--- src/hdl/sync_check_pkg.sv ---
// Shared constants for the check-synchronism permit block
package sync_check_pkg;

   // ---------------------------------------------------------------
   // Register offsets (byte addresses)
   // ---------------------------------------------------------------
   localparam logic [7:0] OFS_CTRL = 8'h00;
   localparam logic [7:0] OFS_ANGLE = 8'h04;
   localparam logic [7:0] OFS_UNDERV = 8'h08;
   localparam logic [7:0] OFS_DIFFV = 8'h0c;
   localparam logic [7:0] OFS_SLIPF = 8'h10;
   localparam logic [7:0] OFS_SLIPT = 8'h14;
   localparam logic [7:0] OFS_LIVEV = 8'h18;
   localparam logic [7:0] OFS_DEADV = 8'h1c;
   localparam logic [7:0] OFS_STATUS = 8'h20;
   localparam logic [7:0] OFS_CHKMAG = 8'h24;
   localparam logic [7:0] OFS_CHKANG = 8'h28;
   localparam logic [7:0] OFS_ANGDIFF = 8'h2c;
   localparam logic [7:0] OFS_SLIPMEAS = 8'h30;

   // ---------------------------------------------------------------
   // Control register fields
   // ---------------------------------------------------------------
   localparam int CTRL_SYNC_EN = 0;
   localparam int CTRL_SIDE = 1;
   localparam int CTRL_INSEL_LO = 2;
   localparam int CTRL_VBLK_LO = 5;
   localparam int CTRL_SLIP_LO = 7;
   localparam int CTRL_IMMED = 9;
   localparam int CTRL_MAN_LO = 10;
   localparam int CTRL_AR_LO = 14;
   localparam int CTRL_BITS = 18;
   // Enable set order within a path: {deadDead, liveLineDeadBus, deadLineLiveBus, checkSync}
   localparam int EN_CS = 0;
   localparam int EN_DLLB = 1;
   localparam int EN_LLDB = 2;
   localparam int EN_DLDB = 3;

   // ---------------------------------------------------------------
   // Reset values (voltages 0.1 V, angle 0.1 deg, slip mHz, timer 0.1 s)
   // ---------------------------------------------------------------
   localparam logic [31:0] CTRL_RESET = 32'h0001dd21;
   localparam logic [15:0] ANGLE_RESET = 16'h00c8;
   localparam logic [15:0] UNDERV_RESET = 16'h021c;
   localparam logic [15:0] DIFFV_RESET = 16'h0041;
   localparam logic [15:0] SLIPF_RESET = 16'h0032;
   localparam logic [15:0] SLIPT_RESET = 16'h000a;
   localparam logic [15:0] LIVEV_RESET = 16'h0140;
   localparam logic [15:0] DEADV_RESET = 16'h0082;

   // ---------------------------------------------------------------
   // Angle arithmetic and timing
   // ---------------------------------------------------------------
   localparam logic signed [13:0] HALF_TURN = 14'sh0708;
   localparam logic signed [13:0] FULL_TURN = 14'sh0e10;
   localparam int CLK_PERIOD_NS = 25;
   localparam int TIMER_STEP_NS = 100_000_000;
   localparam int TIMER_STEP_CYCLES = TIMER_STEP_NS / CLK_PERIOD_NS;

   typedef enum logic [1:0] {
      VBLK_NONE = 2'b00,
      VBLK_UNDER = 2'b01,
      VBLK_DIFF = 2'b10,
      VBLK_EITHER = 2'b11
   } volt_block_e;

   typedef enum logic [1:0] {
      SLIP_NONE = 2'b00,
      SLIP_TIMER = 2'b01,
      SLIP_FREQ = 2'b10,
      SLIP_BOTH = 2'b11
   } slip_mode_e;

endpackage

--- src/hdl/step_divider.sv ---
// Divider giving a one-cycle enable every timer step
`timescale 1ns/1ps
module step_divider
   import sync_check_pkg::*;
#(
   parameter int STEP_CYCLES = TIMER_STEP_CYCLES
) (
   input wire logic sys_clk,
   input wire logic nrst,
   output logic stepTick
);
   generate
      if (STEP_CYCLES < 2) begin : g_bad
         $error("step_divider: STEP_CYCLES must be at least 2");
      end
   endgenerate

   logic [31:0] count_q;
   wire logic atEnd = (count_q == 32'(STEP_CYCLES - 1));

   always_ff @(posedge sys_clk) begin
      if (!nrst) begin
         count_q <= 32'h0;
      end else begin
         count_q <= atEnd ? 32'h0 : count_q + 32'h1;
      end
   end

   assign stepTick = atEnd;
endmodule // step_divider

--- src/hdl/hold_timer.sv ---
// Counts timer steps while the angle stays inside its window
`timescale 1ns/1ps
module hold_timer #(
   parameter int CNT_W = 10
) (
   input wire logic sys_clk,
   input wire logic nrst,
   input wire logic stepTick,
   input wire logic hold,
   input wire logic [CNT_W-1:0] limit,
   output logic done
);
   generate
      if (CNT_W < 4 || CNT_W > 16) begin : g_bad
         $error("hold_timer: CNT_W out of range");
      end
   endgenerate

   logic [CNT_W-1:0] count_q;
   wire logic reached = (count_q >= limit);

   // Any break in the hold restarts the count, so a longer limit narrows the slip accepted
   always_ff @(posedge sys_clk) begin
      if (!nrst) begin
         count_q <= '0;
      end else if (!hold) begin
         count_q <= '0;
      end else if (stepTick && !reached) begin
         count_q <= count_q + 1'b1;
      end
   end

   assign done = hold && reached;
endmodule // hold_timer

--- src/hdl/check_sync_reclose_permit.sv ---
// Check-synchronism permit logic with its register port
`timescale 1ns/1ps
// How it works
// - Separate manual and autoreclose permit outputs
// - Checks disabled means manual and system-check permits asserted unless sensor fails
// - Each path has its own enable set
// - Voltage blocking: none, undervoltage, difference, either
// - Frequency mode permits at once below slip limit
// - Timer mode needs angle held for timer
// - Combined mode needs slip and timed angle
// - Longer timer narrows the slip accepted
// - Live and dead from separate thresholds
// - Dead side skips sync, uses combination enable
// - Sensor side routes main/check to line/bus
// - Six check input codes pick main quantity
// - Sensor failure forces permits inactive
// - Check magnitude, angle, difference, slip readable
// - Merge internal and external into two permits
// - Second permit needs sync and immediate option
// - Live when not below, dead when below
module check_sync_reclose_permit
   import sync_check_pkg::*;
#(
   parameter int STEP_CYCLES = TIMER_STEP_CYCLES,
   parameter int TIMER_W = 10
) (
   input wire logic sys_clk,
   input wire logic nrst,
   input wire logic [7:0] regAddr,
   input wire logic [31:0] regWrData,
   input wire logic regWrite,
   input wire logic regRead,
   output logic [31:0] regRdData,
   input wire logic [5:0][15:0] mainMag,
   input wire logic [5:0][11:0] mainAng,
   input wire logic [15:0] checkMag,
   input wire logic [11:0] checkAng,
   input wire logic [15:0] slipMeas,
   input wire logic syncCheckEnableIn,
   input wire logic voltage_sensor_failure,
   input wire logic manualCloseReq,
   input wire logic external_sync_ok_input,
   input wire logic externalSysCheckOk,
   output logic manualPermit,
   output logic manualCloseGo,
   output logic arSysCheckOk,
   output logic arImmediateOk,
   output logic lineLive,
   output logic lineDead,
   output logic busLive,
   output logic busDead
);
   // ---------------------------------------------------------------
   // Setting registers
   // ---------------------------------------------------------------
   logic [CTRL_BITS-1:0] ctrl_q;
   logic [15:0] angleThr_q, underV_q, diffV_q, slipLim_q, slipTime_q, liveV_q, deadV_q;
   logic [31:0] rdData_q;

   wire logic wrCtrl = regWrite && regAddr == OFS_CTRL;
   wire logic wrAngle = regWrite && regAddr == OFS_ANGLE;
   wire logic wrUnderV = regWrite && regAddr == OFS_UNDERV;
   wire logic wrDiffV = regWrite && regAddr == OFS_DIFFV;
   wire logic wrSlipF = regWrite && regAddr == OFS_SLIPF;
   wire logic wrSlipT = regWrite && regAddr == OFS_SLIPT;
   wire logic wrLiveV = regWrite && regAddr == OFS_LIVEV;
   wire logic wrDeadV = regWrite && regAddr == OFS_DEADV;

   always_ff @(posedge sys_clk) begin
      if (!nrst) begin
         ctrl_q <= CTRL_RESET[CTRL_BITS-1:0];
         angleThr_q <= ANGLE_RESET;
         underV_q <= UNDERV_RESET;
         diffV_q <= DIFFV_RESET;
         slipLim_q <= SLIPF_RESET;
         slipTime_q <= SLIPT_RESET;
         liveV_q <= LIVEV_RESET;
         deadV_q <= DEADV_RESET;
      end else begin
         if (wrCtrl) ctrl_q <= regWrData[CTRL_BITS-1:0];
         if (wrAngle) angleThr_q <= regWrData[15:0];
         if (wrUnderV) underV_q <= regWrData[15:0];
         if (wrDiffV) diffV_q <= regWrData[15:0];
         if (wrSlipF) slipLim_q <= regWrData[15:0];
         if (wrSlipT) slipTime_q <= regWrData[15:0];
         if (wrLiveV) liveV_q <= regWrData[15:0];
         if (wrDeadV) deadV_q <= regWrData[15:0];
      end
   end

   wire logic syncEnable = ctrl_q[CTRL_SYNC_EN] && syncCheckEnableIn;
   wire logic sensorOnBus = ctrl_q[CTRL_SIDE];
   wire logic [2:0] inputSel = ctrl_q[CTRL_INSEL_LO +: 3];
   wire volt_block_e voltBlock = volt_block_e'(ctrl_q[CTRL_VBLK_LO +: 2]);
   wire slip_mode_e slipMode = slip_mode_e'(ctrl_q[CTRL_SLIP_LO +: 2]);
   wire logic immediateOn = ctrl_q[CTRL_IMMED];
   wire logic [3:0] manEn = ctrl_q[CTRL_MAN_LO +: 4];
   wire logic [3:0] arEn = ctrl_q[CTRL_AR_LO +: 4];

   // ---------------------------------------------------------------
   // Quantity selection and angle difference
   // ---------------------------------------------------------------
   // Codes 0..2 phase-neutral, 3..5 phase-phase; codes 6 and 7 fall back to code 0
   wire logic [2:0] selIdx = (inputSel > 3'h5) ? 3'h0 : inputSel;
   wire logic [15:0] refMag = mainMag[selIdx];
   wire logic [11:0] refAng = mainAng[selIdx];

   wire logic [15:0] lineMag = sensorOnBus ? checkMag : refMag;
   wire logic [15:0] busMag = sensorOnBus ? refMag : checkMag;

   wire logic signed [13:0] rawDiff = 14'(signed'(checkAng)) - 14'(signed'(refAng));
   wire logic signed [13:0] wrapDiff = (rawDiff > HALF_TURN) ? rawDiff - FULL_TURN :
                                       (rawDiff < -HALF_TURN) ? rawDiff + FULL_TURN : rawDiff;
   wire logic [15:0] absDiff = 16'(wrapDiff < 0 ? -wrapDiff : wrapDiff);

   // ---------------------------------------------------------------
   // Live and dead classification
   // ---------------------------------------------------------------
   wire logic lineLiveW = lineMag >= liveV_q;
   wire logic lineDeadW = lineMag < deadV_q;
   wire logic busLiveW = busMag >= liveV_q;
   wire logic busDeadW = busMag < deadV_q;
   wire logic bothLive = lineLiveW && busLiveW;

   // ---------------------------------------------------------------
   // Synchronism conditions
   // ---------------------------------------------------------------
   wire logic [15:0] magGap = lineMag > busMag ? lineMag - busMag : busMag - lineMag;
   wire logic underBlk = !(lineMag > underV_q && busMag > underV_q);
   wire logic diffBlk = magGap >= diffV_q;
   wire logic voltBlocked = (voltBlock == VBLK_UNDER && underBlk) ||
                            (voltBlock == VBLK_DIFF && diffBlk) ||
                            (voltBlock == VBLK_EITHER && (underBlk || diffBlk));
   wire logic angleOk = absDiff < angleThr_q;
   wire logic freqOk = slipMeas < slipLim_q;
   wire logic baseOk = bothLive && angleOk && !voltBlocked;
   logic timerDone;
   logic stepTick;

   step_divider #(.STEP_CYCLES(STEP_CYCLES)) u_step (
      .sys_clk(sys_clk),
      .nrst(nrst),
      .stepTick(stepTick)
   );

   // The hold window is twice the threshold, so slip accepted halves when the timer doubles
   hold_timer #(.CNT_W(TIMER_W)) u_hold (
      .sys_clk(sys_clk),
      .nrst(nrst),
      .stepTick(stepTick),
      .hold(baseOk),
      .limit(slipTime_q[TIMER_W-1:0]),
      .done(timerDone)
   );

   logic syncOk;
   always_comb begin
      unique case (slipMode)
         SLIP_NONE: syncOk = baseOk;
         SLIP_TIMER: syncOk = timerDone;
         SLIP_FREQ: syncOk = baseOk && freqOk;
         SLIP_BOTH: syncOk = timerDone && freqOk;
      endcase
   end

   // ---------------------------------------------------------------
   // Permits per path
   // ---------------------------------------------------------------
   function automatic logic pathOk(input logic [3:0] en, input logic sOk, input logic lL, input logic lD,
                                   input logic bL, input logic bD);
      pathOk = (en[EN_CS] && sOk) || (en[EN_DLLB] && lD && bL) ||
               (en[EN_LLDB] && lL && bD) || (en[EN_DLDB] && lD && bD);
   endfunction

   // Failure wins over the disabled state: an unreliable voltage never opens a permit
   wire logic manOkW = !voltage_sensor_failure &&
      (!syncEnable || pathOk(manEn, syncOk, lineLiveW, lineDeadW, busLiveW, busDeadW));
   wire logic arOkW = !voltage_sensor_failure &&
      (!syncEnable || pathOk(arEn, syncOk, lineLiveW, lineDeadW, busLiveW, busDeadW));
   wire logic arCsW = syncEnable && arEn[EN_CS] && syncOk;
   wire logic arSysW = !voltage_sensor_failure && (arOkW || externalSysCheckOk);
   wire logic arImmW = !voltage_sensor_failure && immediateOn &&
                       (arCsW || external_sync_ok_input);

   // Only a fresh rising edge of the request can close; a held request never retries
   logic closeReqLast_q;
   wire logic closeEdge = manualCloseReq && !closeReqLast_q;

   always_ff @(posedge sys_clk) begin
      if (!nrst) begin
         closeReqLast_q <= 1'b0;
         manualPermit <= 1'b0;
         manualCloseGo <= 1'b0;
         arSysCheckOk <= 1'b0;
         arImmediateOk <= 1'b0;
         lineLive <= 1'b0;
         lineDead <= 1'b0;
         busLive <= 1'b0;
         busDead <= 1'b0;
      end else begin
         closeReqLast_q <= manualCloseReq;
         manualPermit <= manOkW;
         manualCloseGo <= closeEdge && manOkW;
         arSysCheckOk <= arSysW;
         arImmediateOk <= arImmW;
         lineLive <= lineLiveW;
         lineDead <= lineDeadW;
         busLive <= busLiveW;
         busDead <= busDeadW;
      end
   end

   // ---------------------------------------------------------------
   // Read port
   // ---------------------------------------------------------------
   wire logic [31:0] statusWord = {24'h0, arImmediateOk, arSysCheckOk, manualPermit, syncOk,
                                   busDead, busLive, lineDead, lineLive};
   logic [31:0] rdMux;
   always_comb begin
      unique case (regAddr)
         OFS_CTRL: rdMux = 32'(ctrl_q);
         OFS_ANGLE: rdMux = {16'h0, angleThr_q};
         OFS_UNDERV: rdMux = {16'h0, underV_q};
         OFS_DIFFV: rdMux = {16'h0, diffV_q};
         OFS_SLIPF: rdMux = {16'h0, slipLim_q};
         OFS_SLIPT: rdMux = {16'h0, slipTime_q};
         OFS_LIVEV: rdMux = {16'h0, liveV_q};
         OFS_DEADV: rdMux = {16'h0, deadV_q};
         OFS_STATUS: rdMux = statusWord;
         OFS_CHKMAG: rdMux = {16'h0, checkMag};
         OFS_CHKANG: rdMux = {20'h0, checkAng};
         OFS_ANGDIFF: rdMux = {{18{wrapDiff[13]}}, wrapDiff};
         OFS_SLIPMEAS: rdMux = {16'h0, slipMeas};
         default: rdMux = 32'h0;
      endcase
   end

   always_ff @(posedge sys_clk) begin
      if (!nrst) begin
         rdData_q <= 32'h0;
      end else begin
         rdData_q <= regRead ? rdMux : 32'h0;
      end
   end
   assign regRdData = rdData_q;
endmodule // check_sync_reclose_permit

--- config.mk ---
export PLATFORM = sky130hd
export DESIGN_NAME = check_sync_reclose_permit
export DESIGN_NICKNAME = d
export VERILOG_FILES = /design/src/hdl/sync_check_pkg.sv /design/src/hdl/step_divider.sv /design/src/hdl/hold_timer.sv /design/src/hdl/check_sync_reclose_permit.sv
export SDC_FILE = /design/constraint.sdc
export NUM_CORES = 1
export LEC_CHECK = 0
export BUFFER_PORTS_ARGS = -buffer_cell sky130_fd_sc_hd__buf_2
export CAP_MARGIN = 20
export CORE_UTILIZATION = 30
export CTS_BUF_LIST = sky130_fd_sc_hd__clkbuf_4
export CTS_CLUSTER_SIZE = 10
export DETAILED_ROUTE_END_ITERATION = 10
export GPL_TIMING_DRIVEN = 1
export PLACE_DENSITY_LB_ADDON = 0.1
export SYNTH_ARGS = -nofsm -noshare
export SYNTH_HDL_FRONTEND = slang
export SYNTH_SLANG_ARGS = --single-unit
--- constraint.sdc ---
create_clock -name sys_clk -period 9.6 [get_ports sys_clk]
set_input_delay 1.44 -clock sys_clk [delete_from_list [all_inputs] [get_ports sys_clk]]
set_output_delay 1.44 -clock sys_clk [all_outputs]
set_load 0.01 [all_outputs]
Word-level counts from Yosys, hierarchy flattened:

Cells that the tools add are included.

* register bits after elaboration: 213
* bits of input ports: 261
* output and inout bits: 40
* word-level logic and storage cells: 144

* $add $sub $neg: 8
* magnitude comparators: 16
* eq/ne operators: 19
* multiplexer cells: 13
* bitwise operators: 1
* reduce and logical (&&, ||, !) cells: 67

Operator list (number)
* case mux 32 bit (13 select lines): 1
* 2-to-1 mux 16 bit: 5
* < comparator 16 bit: 4
* binary-select mux 16 bit (select 3 bit): 1
* >= comparator 16 bit: 3
* greater-than comparator 16 bit: 3
* logical AND 1 bit: 43
* equality test 8 x 6 -> 1 bit, second input constant: 5
* binary-select mux 12 bit (select 3 bit): 1
* adder 32 x 1 -> 32 bit, second input constant: 1
* equality test 32 x 22 -> 1 bit, second input constant: 1
* equality test 8 x 5 -> 1 bit, second input constant: 4
* subtractor 16 bit: 2
* 2-to-1 mux 14 bit: 2
* equality test 8 x 4 -> 1 bit, second input constant: 2
* negation 14 -> 16 bit: 1
* adder 13 x 13 -> 14 bit, second input constant: 1
* < comparator 14 x 1 -> 1 bit, second input constant: 1
* subtractor 13 x 13 -> 14 bit, second input constant: 1
* greater-than comparator 13 x 12 -> 1 bit, second input constant: 1
* logical OR 1 bit: 13
* < comparator 13 x 12 -> 1 bit, second input constant: 1
* subtractor 12 x 12 -> 13 bit: 1
* 2-to-1 mux 12 bit: 1
* 15 further kinds: 25

Depth between registers and ports, before layout:

* depth in word-level cells: 24
* gate-level depth with buffers: 34
* gate-level depth less buffers: 31

Modules after synthesis:

From an unflattened synthesis, not the netlist that was laid out.

* cells, all modules: 2265
* area total of the unflattened synthesis: 17088.9 µm²

By module, submodules not included
* check_sync_reclose_permit: instances 1, cells each 1978, area each 14640.3 µm², sequential area each 3163.0 µm²
* step_divider: instances 1, cells each 189, area each 1655.3 µm², sequential area each 640.6 µm²
* hold_timer: instances 1, cells each 98, area each 793.3 µm², sequential area each 200.2 µm²

Least setup slack after synthesis:

Ideal clock, no wire load.

* kind: reg2reg
* start point: reg ctrl_q[4]
* end point: reg manualCloseGo
* library setup time: 96 ps
* arrival time: 7140 ps
* required time: 9504 ps
* slack: 2364 ps
* stages on the path, launching flop included: 32
* buffers on the path: 3
* period minus slack after synthesis: 7236 ps
* cell sequence: dfxtp_1 clkbuf_1 a21boi_1 buf_1 clkbuf_1 mux2i_1 a211oi_1 a21oi_1 fa_1 a211oi_2 o211ai_2 a31o_1 a21o_4 xnor2_2 o41a_4 nor2_2 a32oi_1 xnor2_1 a41oi_2 xor2_1 ha_1 a21o_1 a21o_1 a21o_1 a21o_1 a21oi_1 nor2b_1 o21ai_0 o211ai_1 nor4b_1 a31oi_1 nor4b_1

* cells in the longest elaborated chain, start to end: 23
* elaborated cells on any way between the ends: 59
* those cells by class: add/sub (6); order compare (13); mux (12); reduce/logical (28)

RTL lines
* start, declared: RTL line check_sync_reclose_permit.sv:56 `logic [CTRL_BITS-1:0] ctrl_q;`
* start signal, assigned: RTL line check_sync_reclose_permit.sv:71 `ctrl_q <= CTRL_RESET[CTRL_BITS-1:0];`
* start signal, assigned: RTL line check_sync_reclose_permit.sv:80 `if (wrCtrl) ctrl_q <= regWrData[CTRL_BITS-1:0];`
* greater-than comparator 3 bit: RTL line check_sync_reclose_permit.sv:104 `wire logic [2:0] selIdx = (inputSel > 3'h5) ? 3'h0 : inputSel;`
* 2-to-1 mux 3 bit *: RTL line check_sync_reclose_permit.sv:104
* binary-select mux 12 bit (select 3 bit) / binary-select mux 16 bit (select 3 bit) (equally long branches): RTL line check_sync_reclose_permit.sv:106, check_sync_reclose_permit.sv:105
* 2-to-1 mux 12 bit (implied by the code) / 2-to-1 mux 16 bit (equally long branches): RTL line check_sync_reclose_permit.sv:106, check_sync_reclose_permit.sv:105
* subtractor 12 x 12 -> 13 bit (tied with other cells): RTL line check_sync_reclose_permit.sv:111 `wire logic signed [13:0] rawDiff = 14'(signed'(checkAng)) - 14'(signed'(refAng));`
* adder 13 x 13 -> 14 bit (tied with other cells): RTL line check_sync_reclose_permit.sv:113 `(rawDiff < -HALF_TURN) ? rawDiff + FULL_TURN : rawDiff;`
* 2-to-1 mux 14 bit (tied with other cells): RTL line check_sync_reclose_permit.sv:113
* 2-to-1 mux 14 bit (tied with other cells): RTL line check_sync_reclose_permit.sv:112 `wire logic signed [13:0] wrapDiff = (rawDiff > HALF_TURN) ? rawDiff - FULL_TURN :`
* (+6 left out)
* logical AND 1 bit: RTL line check_sync_reclose_permit.sv:162 `SLIP_BOTH: syncOk = timerDone && freqOk;`
* case mux 1 bit (4 select lines): RTL line check_sync_reclose_permit.sv:158 `unique case (slipMode)`
* logical AND 1 bit: RTL line check_sync_reclose_permit.sv:171 `pathOk = (en[EN_CS] && sOk) || (en[EN_DLLB] && lD && bL) ||`
* logical OR 1 bit (2 in a row): RTL line check_sync_reclose_permit.sv:171
* logical OR 1 bit *: RTL line check_sync_reclose_permit.sv:172 `(en[EN_LLDB] && lL && bD) || (en[EN_DLDB] && lD && bD);`
* logical OR 1 bit *: RTL line check_sync_reclose_permit.sv:177 `(!syncEnable || pathOk(manEn, syncOk, lineLiveW, lineDeadW, busLiveW, busDeadW));`
* logical AND 1 bit *: RTL line check_sync_reclose_permit.sv:176 `wire logic manOkW = !voltage_sensor_failure &&`
* logical AND 1 bit *: RTL line check_sync_reclose_permit.sv:203 `manualCloseGo <= closeEdge && manOkW;`
* end signal, assigned: RTL line check_sync_reclose_permit.sv:203
* end, declared: RTL line check_sync_reclose_permit.sv:45 `output logic manualCloseGo,`

Every way passes the cells marked *; elsewhere a longest branch is shown, timed or not. The select of a mux whose other input is x is not followed.
A chain may end at the register's enable or synchronous reset.

Worst setup path in the final report:

Same ends and word-level chain as after synthesis.

==> impl_metrics.env <==
export IMPL_power_density_mw_per_mm2=104
export IMPL_seq_area_mm2=0.00400
export IMPL_clockBufferDepth=2
export IMPL_synth_common_cells="nand2_1 (331), a21oi_1 (216), dfxtp_1 (200)"
export IMPL_fin_crit_sh_pct=89.1
export IMPL_synth_top_cell_area_share_pct=24.0
export IMPL_io_buffers=286
export IMPL_hold_class="reg -> reg"
export IMPL_wl_um=70800
export IMPL_cts_buffers=17
export IMPL_cap_violations=0
export IMPL_dr_pass1_iters=8
export IMPL_synth_edf_count=0
export IMPL_area_growth_pct=13.8
export IMPL_grt_max_degree=78
export IMPL_postRouteAntennaNets=0
export IMPL_worst_clock_skew_ns=0.0295
export IMPL_via_per_inst=5.36
export IMPL_grt_overflow=0
export IMPL_grt_setup_unrepaired="no"
export IMPL_ios=301
export IMPL_placementRows=85
export IMPL_synth_avg_cell_area_um2=7.71
export IMPL_critPathMaxFanout=48
export IMPL_cpMostUsedCell="a21o_1"
export IMPL_power_leakage_nw=7.64
export IMPL_slew_headroom_pct=25.5
export IMPL_cpMaxStageDelayCell="o21ai_0"
export IMPL_outcome="complete, no violations"
export IMPL_grt_pass1_vias=16100
export IMPL_critical_path_top_delay_family="compound AO/OA/AOI/OAI gates"
export IMPL_fp_dieArea_mm2=0.0565
export IMPL_dr_first_iter_drc_count=1500
export IMPL_regMostFlops="u_step.count_q"
export IMPL_netlist_instances=2161
export IMPL_yosys_area_top_type="dfxtp_1"
export IMPL_crit_buf_inv=3
export IMPL_fmaxAchievable_mhz=117
export IMPL_cts_tree="yes"
export IMPL_ir_drop_mv=0.0589
export IMPL_nets=2830
export IMPL_holdWs_ns=0.411
export IMPL_endpoint_kind="flop"
export IMPL_die_w_um=238
export IMPL_htree_levels=4
export IMPL_synth_distinct_cells=87
export IMPL_async_reset_ff_share_pct=0
export IMPL_gp_congestion=0.917
export IMPL_drcViolationCount=0
export IMPL_synth_most_common_cell="nand2_1"
export IMPL_layout_min_cycle_time_ns=8.55
export IMPL_ctsHoldBuffers=0
export IMPL_hold_viol_final=0
export IMPL_cpPeakStageDelay_ns=0.69
export IMPL_coreArea_mm2=0.0543
export IMPL_synthTopCellsByArea="dfxtp_1 (24%), ha_1 (15%), nand2_1 (7.5%)"
export IMPL_syn_area_mm2=0.0167
export IMPL_clock_sinks=200
export IMPL_slew_violations=0
export IMPL_tightest_slew_ns=1.12
export IMPL_drive_gt1_share_pct=17.6
export IMPL_fin_setup_tns_ns=0
export IMPL_ys_ff_latch=200
export IMPL_post_cts_buffers=0
export IMPL_cts_root_buf="clkbuf_4"
export IMPL_required_ns=10.16
export IMPL_setup_violations=0
export IMPL_initial_core_util_pct=30.7
export IMPL_grt_usage_pct=24.5
export IMPL_arrival_ns=9.11
export IMPL_synth_warnings=0
export IMPL_grt_pass1_wl_um=103000
export IMPL_multi_input_area_mm2=0.0115
export IMPL_num_vias=16800
export IMPL_clk_pin_slew_ns=0.19
export IMPL_clkLatencyLatePin_ns=0.66
export IMPL_largest_reg_flops=32
export IMPL_synth_top_flop_cell="dfxtp_1"
export IMPL_nFillCells=5747
export IMPL_crit_type="reg -> reg"
export IMPL_ys_seq_area_share_pct=24.0
export IMPL_cts_resized=0
export IMPL_grt_antenna_before_repair=7
export IMPL_dp_hpwl_um=56800
export IMPL_start_kind="flop"
export IMPL_fp_dieH_um=238
export IMPL_routedWlPerCell_um=22.7
logic make-up (layout without fill, tap and decap cells):
| kind of cell | Yosys count | in the layout | share of synthesized area (%) |
|---|---|---|---|
| other | 1 | 9 | 0.0225 |
| DFF | 200 | 200 | 24.0 |
| AOI/OAI and AO/OA | 596 | 596 | 23.5 |
| buffers and inverters | 285 | 501 | 6.99 |
| adders and majority gates | 202 | 202 | 15.3 |
| xor gates and xnor gates | 73 | 73 | 3.93 |
| and+or+nand+nor | 695 | 695 | 19.1 |
| muxes | 109 | 109 | 7.02 |
final cells by class:
cell class | instances | area share (%)
Clock buffer | 17 | 0.674
Sequential cell | 200 | 21.1
Multi-Input combinational cell | 1679 | 60.8
Clock inverter | 15 | 0.766
Tap cell | 739 | 4.88
Inverter | 159 | 3.16
Timing Repair Buffer | 310 | 8.52
Antenna cell | 5 | 0.0660
stage by stage:
step                      setup WS (ns)  instance area, um2  total power [W]  util (%)  cells
after floorplan                    2.36               16700          0.00129         -   2164
after global placement            0.792               18700          0.00152      34.3   3086
after detailed placement          0.800               18700          0.00152      34.3   3086
after CTS                         0.937               18900          0.00199      34.8   3118
after global routing              0.475               18900          0.00210      34.9   3124
final                              1.05               18900          0.00198      34.9   3124
path summary, 6_finish.rpt:
| kind | start | endpoint | slack, ns | depth (start not counted) |
|---|---|---|---|---|
| setup reg to reg | ctrl_q[4]$_SDFFE_PN0P_ | manualCloseGo$_SDFF_PN0_ | 1.05 | 29 |
| hold / removal | closeReqLast_q$_SDFF_PN0_ | manualCloseGo$_SDFF_PN0_ | 0.41 | 1 |
| setup / recovery | ctrl_q[4]$_SDFFE_PN0P_ | manualCloseGo$_SDFF_PN0_ | 1.05 | 29 |
| hold reg to reg | closeReqLast_q$_SDFF_PN0_ | manualCloseGo$_SDFF_PN0_ | 0.41 | 1 |
placed cells by master, fill, tap and decap left out, drive strengths merged, types with 5 or more instances in the layout:
| cell | instances |
|---|---|
| and4 | 7 |
| clkbuf | 17 |
| nor3 | 21 |
| xnor2 | 33 |
| and2 | 18 |
| inv | 161 |
| nand4 | 34 |
| a21boi | 7 |
| a22o | 7 |
| buf | 310 |
| o211ai | 29 |
| and3 | 23 |
| a2111oi | 6 |
| o22ai | 28 |
| diode | 5 |
| nand2 | 331 |
| mux2i | 64 |
| a31oi | 16 |
| clkinv | 8 |
| nor4 | 9 |
| o21a | 17 |
| nand3 | 57 |
| ha | 199 |
| a211oi | 25 |
| mux2 | 43 |
| a221oi | 16 |
| a22oi | 34 |
| or3 | 11 |
| a21o | 62 |
| or2 | 8 |
| a222oi | 11 |
| xor2 | 40 |
| o21bai | 6 |
| nor2b | 27 |
| a21oi | 217 |
| dfxtp | 200 |
| nand2b | 25 |
| nor2 | 113 |
| o21ai | 78 |
per-layer routing:
metal	up-vias	global-route usage [%]	share of wire (%)	routed length [um]
met5	-	1.56	0.21	148
met4	6	9.72	3.8	2710
met3	101	5.91	7.6	5410
met2	645	39.2	44	31500
met1	7913	31.4	44	31000
li1	8090	-	-	-
where the power goes:
group / leakage, nW / internal, W / switching [W] / total (W)
clock network: 0.133 / 0.000133 / 0.000332 / 0.000465
logic: 5.89 / 0.000274 / 0.000399 / 0.000673
registers: 1.61 / 0.000835 / 0.00000396 / 0.000839
(Power assumes the default switching activity.)
